`config.mk`:
```
export PLATFORM = sky130hd
export DESIGN_NAME = prom_programmer
export DESIGN_NICKNAME = d
export VERILOG_FILES = /design/src/rtl/prom_prog_pkg.sv /design/src/rtl/prom_programmer.sv
export VERILOG_INCLUDE_DIRS = /design/src /design/src/rtl
export SDC_FILE = /design/constraint.sdc
export NUM_CORES = 1
export LEC_CHECK = 0
export ABC_AREA = 1
export BUFFER_PORTS_ARGS = -buffer_cell sky130_fd_sc_hd__clkbuf_2
export CAP_MARGIN = 10
export CORE_ASPECT_RATIO = 1.4
export CORE_MARGIN = 2
export CORE_UTILIZATION = 57
export DETAILED_ROUTE_END_ITERATION = 16
export GPL_ROUTABILITY_DRIVEN = 0
export PLACE_DENSITY_LB_ADDON = 0.1
export SLEW_MARGIN = 20
export SYNTH_ARGS = -nofsm -noshare
export SYNTH_HDL_FRONTEND = slang
export SYNTH_SLANG_ARGS = --single-unit
```
`constraint.sdc`:
```
create_clock -name CORE_CLK -period 2.7 [get_ports CORE_CLK]
set_clock_uncertainty 0.15 [all_clocks]
set_input_delay 0.135 -clock CORE_CLK [delete_from_list [all_inputs] [get_ports CORE_CLK]]
set_output_delay 0.135 -clock CORE_CLK [all_outputs]
set_load 0.005 [all_outputs]
```
`src/rtl/prom_prog_defs.svh`:
```
// Purpose: constants for the PROM programming controller
// Assumes: 100 MHz core clock
// Notes: times in their own units, cycle counts derived from them
`ifndef PROM_PROG_DEFS_SVH
`define PROM_PROG_DEFS_SVH

// ----------------------------------------------------------------
// clock and timing
// ----------------------------------------------------------------
`define PP_CLK_PS 10000
// setup of address, data, supplies and mode pins before a strobe
`define PP_T_SETUP_PS 2000000
// hold of address and data after the chip-enable strobe rises
`define PP_T_HOLD_PS 2000000
// longest strobe or address to data-out time of the device
`define PP_T_ACCESS_PS 2000000
// longest data float time after the output strobe rises
`define PP_T_FLOAT_PS 130000
// initial program pulse, nominal 1 ms (0.95 to 1.05 ms allowed)
`define PP_T_INIT_PULSE_US 1000
// extra pulse unit, 3 ms per attempt (2.85 to 78.75 ms allowed)
`define PP_T_EXTRA_UNIT_US 3000
// least times round up to whole cycles
`define PP_SETUP_CYC ((`PP_T_SETUP_PS + `PP_CLK_PS - 1) / `PP_CLK_PS)
`define PP_HOLD_CYC ((`PP_T_HOLD_PS + `PP_CLK_PS - 1) / `PP_CLK_PS)
`define PP_ACCESS_CYC ((`PP_T_ACCESS_PS + `PP_CLK_PS - 1) / `PP_CLK_PS)
`define PP_FLOAT_CYC ((`PP_T_FLOAT_PS + `PP_CLK_PS - 1) / `PP_CLK_PS)
`define PP_INIT_PULSE_CYC (`PP_T_INIT_PULSE_US * (1000000 / `PP_CLK_PS))
`define PP_EXTRA_UNIT_CYC (`PP_T_EXTRA_UNIT_US * (1000000 / `PP_CLK_PS))

// ----------------------------------------------------------------
// sizes and limits
// ----------------------------------------------------------------
`define PP_ADDR_W 14
`define PP_DATA_W 8
`define PP_CNT_W 20
`define PP_TRY_W 5
`define PP_MAX_TRIES 5'h19

`endif

```
`src/rtl/prom_prog_pkg.sv`:
```
// Purpose: types for the PROM programming controller
// Assumes: constants come from prom_prog_defs.svh
// Notes: state encoding left to the tools
package prom_prog_pkg;

  // ----------------------------------------------------------------
  // controller states
  // ----------------------------------------------------------------
  typedef enum logic [4:0] {
    ST_IDLE,
    ST_SETTLE,
    ST_FETCH,
    ST_W_SETUP,
    ST_W_PULSE,
    ST_W_HOLD,
    ST_V_FLOAT,
    ST_V_ACCESS,
    ST_X_SETUP,
    ST_X_PULSE,
    ST_X_HOLD,
    ST_NEXT,
    ST_R_SETUP,
    ST_R_ACCESS,
    ST_END
  } state_t;

  typedef enum logic [1:0] {
    OP_NONE,
    OP_WRITE,
    OP_READ
  } op_t;

endpackage : prom_prog_pkg

```
`src/rtl/prom_programmer.sv`:
```
// Purpose: external programmer driving the on-chip PROM pins
// Assumes: user inputs synchronous to CORE_CLK; supplies switched
//   by VPP_HIGH and VDD_PROG level requests
// Notes: byte-serial write with pulse, verify and over-program
`timescale 1ns/1ps
`default_nettype none
`include "prom_prog_defs.svh"

module prom_programmer #(
  parameter int INIT_PULSE_CYC = `PP_INIT_PULSE_CYC,
  parameter int EXTRA_UNIT_CYC = `PP_EXTRA_UNIT_CYC
) (
  input wire logic CORE_CLK,
  input wire logic RSTN,
  input wire logic CLK_EN,
  input wire logic START_WRITE,
  input wire logic START_READ,
  input wire logic [`PP_ADDR_W-1:0] START_ADDR,
  input wire logic [`PP_ADDR_W-1:0] END_ADDR,
  output logic DATA_REQ,
  input wire logic DATA_VALID,
  input wire logic [`PP_DATA_W-1:0] WR_DATA,
  output logic [`PP_DATA_W-1:0] RD_DATA,
  output logic RD_VALID,
  output logic BUSY,
  output logic DONE,
  output logic FAIL,
  output logic [`PP_ADDR_W-1:0] FAIL_ADDR,
  output logic [`PP_ADDR_W-1:0] PROM_ADDR,
  output logic TOP_ADDRESS_BIT,
  output logic PROG_ENTRY_HIGH_PIN,
  output logic PROG_ENTRY_LOW_PIN,
  output logic DEV_RESET_N,
  output logic CE_N,
  output logic OE_N,
  output logic [`PP_DATA_W-1:0] PROM_DATA_O,
  output logic PROM_DATA_OE_N,
  input wire logic [`PP_DATA_W-1:0] PROM_DATA_I,
  output logic VPP_HIGH,
  output logic VDD_PROG
);

  // ----------------------------------------------------------------
  // helpers
  // ----------------------------------------------------------------
  // load value for the cycle counter (count runs down to 1)
  function automatic logic [`PP_CNT_W-1:0] cyc(input int n);
    cyc = `PP_CNT_W'(n);
  endfunction : cyc

  // ----------------------------------------------------------------
  // state
  // ----------------------------------------------------------------
  prom_prog_pkg::state_t state_reg, state_next;
  prom_prog_pkg::op_t op_reg, op_next;
  logic [`PP_CNT_W-1:0] cnt_reg, cnt_next;
  logic [`PP_TRY_W-1:0] try_reg, try_next;
  logic [`PP_TRY_W-1:0] unit_reg, unit_next;
  logic [`PP_ADDR_W-1:0] addr_reg, addr_next;
  logic [`PP_ADDR_W-1:0] end_reg, end_next;
  logic [`PP_DATA_W-1:0] wdata_reg, wdata_next;
  logic [`PP_DATA_W-1:0] rdata_reg, rdata_next;
  logic rvalid_reg, rvalid_next;
  logic done_reg, done_next;
  logic fail_reg, fail_next;
  logic ce_n_reg, ce_n_next;
  logic oe_n_reg, oe_n_next;
  logic drive_reg, drive_next;
  logic vpp_reg, vpp_next;
  logic vdd_reg, vdd_next;
  logic mode_reg, mode_next;
  logic cnt_last;

  assign cnt_last = (cnt_reg == cyc(1));

  // ----------------------------------------------------------------
  // sequencer next state
  // ----------------------------------------------------------------
  always_comb begin
    state_next = state_reg;
    op_next = op_reg;
    cnt_next = (cnt_reg > cyc(1)) ? cnt_reg - cyc(1) : cnt_reg;
    try_next = try_reg;
    unit_next = unit_reg;
    addr_next = addr_reg;
    end_next = end_reg;
    wdata_next = wdata_reg;
    rdata_next = rdata_reg;
    rvalid_next = 1'b0;
    done_next = 1'b0;
    fail_next = fail_reg;
    ce_n_next = ce_n_reg;
    oe_n_next = oe_n_reg;
    drive_next = drive_reg;
    vpp_next = vpp_reg;
    vdd_next = vdd_reg;
    mode_next = mode_reg;
    unique case (state_reg)
      prom_prog_pkg::ST_IDLE: begin
        ce_n_next = 1'b1;
        oe_n_next = 1'b1;
        drive_next = 1'b0;
        if (START_WRITE) begin
          op_next = prom_prog_pkg::OP_WRITE;
          fail_next = 1'b0;
          addr_next = START_ADDR;
          end_next = END_ADDR;
          vpp_next = 1'b1;
          vdd_next = 1'b1;
          mode_next = 1'b1;
          cnt_next = cyc(`PP_SETUP_CYC);
          state_next = prom_prog_pkg::ST_SETTLE;
        end else if (START_READ) begin
          op_next = prom_prog_pkg::OP_READ;
          addr_next = START_ADDR;
          vpp_next = 1'b0;
          vdd_next = 1'b0;
          mode_next = 1'b1;
          cnt_next = cyc(`PP_SETUP_CYC);
          state_next = prom_prog_pkg::ST_SETTLE;
        end
      end
      prom_prog_pkg::ST_SETTLE: begin
        // supplies and entry pins settle before any strobe
        if (cnt_last) begin
          if (op_reg == prom_prog_pkg::OP_WRITE) begin
            state_next = prom_prog_pkg::ST_FETCH;
          end else begin
            ce_n_next = 1'b0;
            oe_n_next = 1'b0;
            cnt_next = cyc(`PP_ACCESS_CYC);
            state_next = prom_prog_pkg::ST_R_ACCESS;
          end
        end
      end
      prom_prog_pkg::ST_FETCH: begin
        // new byte: take data, restart attempt count
        if (DATA_VALID) begin
          wdata_next = WR_DATA;
          try_next = '0;
          cnt_next = cyc(`PP_SETUP_CYC);
          state_next = prom_prog_pkg::ST_W_SETUP;
        end
      end
      prom_prog_pkg::ST_W_SETUP: begin
        drive_next = (cnt_reg < cyc(`PP_SETUP_CYC - `PP_FLOAT_CYC));
        if (cnt_last) begin
          ce_n_next = 1'b0;
          try_next = try_reg + `PP_TRY_W'(1);
          cnt_next = cyc(INIT_PULSE_CYC);
          state_next = prom_prog_pkg::ST_W_PULSE;
        end
      end
      prom_prog_pkg::ST_W_PULSE: begin
        if (cnt_last) begin
          ce_n_next = 1'b1;
          cnt_next = cyc(`PP_HOLD_CYC);
          state_next = prom_prog_pkg::ST_W_HOLD;
        end
      end
      prom_prog_pkg::ST_W_HOLD: begin
        if (cnt_last) begin
          drive_next = 1'b0;
          cnt_next = cyc(`PP_SETUP_CYC);
          state_next = prom_prog_pkg::ST_V_FLOAT;
        end
      end
      prom_prog_pkg::ST_V_FLOAT: begin
        if (cnt_last) begin
          oe_n_next = 1'b0;
          cnt_next = cyc(`PP_ACCESS_CYC);
          state_next = prom_prog_pkg::ST_V_ACCESS;
        end
      end
      prom_prog_pkg::ST_V_ACCESS: begin
        if (cnt_last) begin
          oe_n_next = 1'b1;
          cnt_next = cyc(`PP_SETUP_CYC);
          if (PROM_DATA_I == wdata_reg) begin
            unit_next = try_reg;
            state_next = prom_prog_pkg::ST_X_SETUP;
          end else if (try_reg >= `PP_MAX_TRIES) begin
            fail_next = 1'b1;
            state_next = prom_prog_pkg::ST_END;
          end else begin
            state_next = prom_prog_pkg::ST_W_SETUP;
          end
        end
      end
      prom_prog_pkg::ST_X_SETUP: begin
        // wait for data float, then drive data again
        drive_next = (cnt_reg < cyc(`PP_SETUP_CYC - `PP_FLOAT_CYC));
        if (cnt_last) begin
          ce_n_next = 1'b0;
          cnt_next = cyc(EXTRA_UNIT_CYC);
          state_next = prom_prog_pkg::ST_X_PULSE;
        end
      end
      prom_prog_pkg::ST_X_PULSE: begin
        // one unit per attempt used: 1 to 25 units
        if (cnt_last) begin
          if (unit_reg == `PP_TRY_W'(1)) begin
            ce_n_next = 1'b1;
            cnt_next = cyc(`PP_HOLD_CYC);
            state_next = prom_prog_pkg::ST_X_HOLD;
          end else begin
            unit_next = unit_reg - `PP_TRY_W'(1);
            cnt_next = cyc(EXTRA_UNIT_CYC);
          end
        end
      end
      prom_prog_pkg::ST_X_HOLD: begin
        if (cnt_last) begin
          drive_next = 1'b0;
          state_next = prom_prog_pkg::ST_NEXT;
        end
      end
      prom_prog_pkg::ST_NEXT: begin
        if (addr_reg == end_reg) begin
          state_next = prom_prog_pkg::ST_END;
        end else begin
          addr_next = addr_reg + `PP_ADDR_W'(1);
          cnt_next = cyc(`PP_SETUP_CYC);
          state_next = prom_prog_pkg::ST_SETTLE;
        end
      end
      prom_prog_pkg::ST_R_ACCESS: begin
        if (cnt_last) begin
          rdata_next = PROM_DATA_I;
          rvalid_next = 1'b1;
          ce_n_next = 1'b1;
          oe_n_next = 1'b1;
          state_next = prom_prog_pkg::ST_END;
        end
      end
      prom_prog_pkg::ST_END: begin
        // strobes idle, supplies off, hand back to user
        ce_n_next = 1'b1;
        oe_n_next = 1'b1;
        drive_next = 1'b0;
        vpp_next = 1'b0;
        vdd_next = 1'b0;
        mode_next = 1'b0;
        done_next = 1'b1;
        op_next = prom_prog_pkg::OP_NONE;
        state_next = prom_prog_pkg::ST_IDLE;
      end
      default: begin
        state_next = prom_prog_pkg::ST_END;
      end
    endcase
  end

  // ----------------------------------------------------------------
  // registers
  // ----------------------------------------------------------------
  always_ff @(posedge CORE_CLK or negedge RSTN) begin
    if (!RSTN) begin
      state_reg <= prom_prog_pkg::ST_IDLE;
      op_reg <= prom_prog_pkg::OP_NONE;
      cnt_reg <= '0;
      try_reg <= '0;
      unit_reg <= '0;
      addr_reg <= '0;
      end_reg <= '0;
      wdata_reg <= '0;
      rdata_reg <= '0;
      rvalid_reg <= 1'b0;
      done_reg <= 1'b0;
      fail_reg <= 1'b0;
      ce_n_reg <= 1'b1;
      oe_n_reg <= 1'b1;
      drive_reg <= 1'b0;
      vpp_reg <= 1'b0;
      vdd_reg <= 1'b0;
      mode_reg <= 1'b0;
    end else if (CLK_EN) begin
      state_reg <= state_next;
      op_reg <= op_next;
      cnt_reg <= cnt_next;
      try_reg <= try_next;
      unit_reg <= unit_next;
      addr_reg <= addr_next;
      end_reg <= end_next;
      wdata_reg <= wdata_next;
      rdata_reg <= rdata_next;
      rvalid_reg <= rvalid_next;
      done_reg <= done_next;
      fail_reg <= fail_next;
      ce_n_reg <= ce_n_next;
      oe_n_reg <= oe_n_next;
      drive_reg <= drive_next;
      vpp_reg <= vpp_next;
      vdd_reg <= vdd_next;
      mode_reg <= mode_next;
    end
  end

  // ----------------------------------------------------------------
  // outputs
  // ----------------------------------------------------------------
  // handshake request is combinational
  assign DATA_REQ = (state_reg == prom_prog_pkg::ST_FETCH);
  assign BUSY = (state_reg != prom_prog_pkg::ST_IDLE);
  assign RD_DATA = rdata_reg;
  assign RD_VALID = rvalid_reg;
  assign DONE = done_reg;
  assign FAIL = fail_reg;
  assign FAIL_ADDR = addr_reg;
  assign PROM_ADDR = addr_reg;
  // mode entry pins while a session runs
  assign TOP_ADDRESS_BIT = 1'b0;
  assign PROG_ENTRY_HIGH_PIN = mode_reg;
  assign PROG_ENTRY_LOW_PIN = 1'b0;
  assign DEV_RESET_N = 1'b0;
  assign CE_N = ce_n_reg;
  assign OE_N = oe_n_reg;
  assign PROM_DATA_O = wdata_reg;
  assign PROM_DATA_OE_N = ~drive_reg;
  assign VPP_HIGH = vpp_reg;
  assign VDD_PROG = vdd_reg;

endmodule : prom_programmer

`default_nettype wire

```
==> flow_summary.yaml <==
placement:
  portBuffers: 104
  dpl.cell_count: 1047
  hpwlAfterDp_microns: 11600
yosys:
  netlist_area_sq_um: 5810
  ys_ff_latch: 87
  yosysTopAreaCell: "dfrtp_1"
  async_reset_ff_share_pct: 100
  synth_area_per_cell_sq_um: 6.98
  yosysTopAreaCellShare_pct: 36.6
  synthCells: 832
  synth_edf_count: 0
  synth_cell_type_count: 39
  yosysSeqAreaShare_pct: 37.5
  synth_area_leaders: "dfrtp_1, nand2_1, nor2_1, inv_1, o21ai_0"
  synth_ff_type: "dfrtp_1"
  ys_warn_count: 0
layout:
  syn_to_final_growth_pct: 21.5
  layout-drive-gt1-share_pct: 18.7
  final_cell_mix: "nand2_1, nor2_1, clkbuf_2, inv_1, dfrtp_1"
  finalNetCount: 1024
  instances_no_fill: 1106
  largest_register_ffs: 20
  antenna_cells: 0
  final_common_cell: "nand2_1"
floorplanning:
  rows: 43
  boundaryPins: 108
  die_h_microns: 123
  initial_core_util_pct: 58.7
  die-area_sq_um: 11000
  core_area_sq_um: 9900
  dieWidth_microns: 89.3
setup_path:
  setup.worst_path.end_class: "flop"
  cp.arrival_ps: 2420
  cp_max_fo: 12
  worstPathRequired_ps: 2780
  critical_path_class: "flop to flop"
  startpoint_type: "flop"
clock_tree:
  htree_num_levels: 3
  clock-root-buffer: "clkbuf_16"
  cts_hold_buf: 43
  worstSkewPairLatency_ps: 340
  cts_setup_buffers: 0
  cts_sinks: 87
  cts_resized: 0
  cts_max_path_buffers: 2
  cts_made_buffers: 9
  cts_tree: "built"
  path_clk_slew_ps: 60
power_and_ir_drop:
  ir_drop_v: 0.000414
  power_density_nw_per_um2: 437
  total_power_mw: 3.09
  power_leakage_nw: 3.72
timing:
  slew_headroom_pct: 48.1
  hold_viol: 0
  setup_tns_ps: 0
  report.final.slew_viol_count: 0
  period_share_pct: 86.8
  setup_viol: 0
  worst_pin_slew_ps: 779
  period_needed_ps: 2340
  rsz0062_at_grt: "false"
  fmax_mhz: 427
global_route:
  grt-ovfl-total: 0
  grt_usage_pct: 30.3
  grt_start_max_net_pins: 87
  antenna_found_initial: 0
  grt_pass1_vias: 5792
  grt_pass1_wl_microns: 26100
hold_path:
  min_path_type: "primary input to flop"
detailed_routing:
  initialDrtViolationCount: 471
  ant_nets: 0
  first_pass_iters: 6
  wire_per_inst_microns: 14.5
  via_per_inst: 5.38
  drc: 0
  routed_wl_microns: 16100
  vias: 5950
outcome:
  status: "completed"
run:
  drv_cap: 0
[cell families (layout without fill, tap and decap cells)]
family	count (synthesis)	after routing	synth area share, %
AND/OR/NAND/NOR	446	446	33.2
XOR/XNOR	25	25	3.77
flip-flops	87	87	37.5
AO/OA/AOI/OAI	111	111	10.4
multiplexers	12	12	2.52
adder cells (fa/ha/maj)	8	8	1.72
buffers and inverters	142	279	10.8
other	1	3	0.0646
[cell usage after synthesis (4+ instances only)]
master,instances
a22oi_1,4
buf_2,4
nor3_1,12
or2_2,4
ha_1,8
xnor2_1,10
clkbuf_1,6
nor2_2,12
mux2_2,9
o21ai_1,6
o21ai_0,54
xor2_1,15
dfrtp_1,85
a21oi_1,28
o22ai_1,5
nand3_2,4
inv_2,13
a31oi_1,5
inv_1,96
nand4_1,15
nor2_4,4
nor2_1,119
nand2_1,219
nand3_1,49
buf_4,20
[worst paths after layout]
kind	start	cells past startpoint	slack [ps]	endpoint
setup / recovery	cnt_reg[1]	8	360	RD_DATA[2]
hold / removal	START_ADDR[0]	5	30	FAIL_ADDR[0]
setup reg to reg	cnt_reg[1]	8	360	RD_DATA[2]
hold reg to reg	FAIL	2	320	FAIL
max in group asynchronous	RSTN	3	1520	CE_N
min in group asynchronous	RSTN	2	260	unit_reg[3]
[metal layers]
layer	track usage (%)	vias to the layer above	part of all wire, %
li1	-	2907	-
met1	35.4	2700	38
met2	51.9	268	50
met3	4.61	75	6.1
met4	17.3	0	5.8
met5	0	-	0
[cell type report]
| type | count | area [sq um] |
|---|---|---|
| inverters | 110 | 413 |
| flip-flops and latches | 87 | 2180 |
| well taps | 135 | 169 |
| clock buffers | 10 | 239 |
| repair buffers | 153 | 1000 |
| clock inverters | 6 | 43.8 |
| multi-input cells | 605 | 3010 |
| fillers | 843 | 2850 |
[power breakdown]
part           internal (mW)  total (mW)  switching (mW)  leakage [nW]
Sequential              1.36        1.45          0.0884         0.999
Clock                  0.652        1.19           0.536         0.139
Combinational          0.189       0.449           0.259          2.59
[stage by stage]
stage / instance area (sq um) / worst slack, ps / hold WS (ps) / utilization (%)
floorplan: 5820 / 785 / -311 / -
global placement: 6340 / 466 / 198 / 64.0
detailed placement: 6340 / 424 / 200 / 64.0
CTS: 7050 / 393 / 10.9 / 71.2
global route: 7050 / 174 / 53.2 / 71.3
finish: 7050 / 357 / 31.8 / 71.3
[worst max-delay path, cell delays in order, from the launching register on]
cell	delay [ps]
dfrtp_1	440
inv_1	110
ha_1	150
nand2_1	110
nor2_4	180
nand3_4	150
inv_2	140
nand4_2	360
mux2_4	430
No activity file was read; power rests on OpenSTA's default activity.
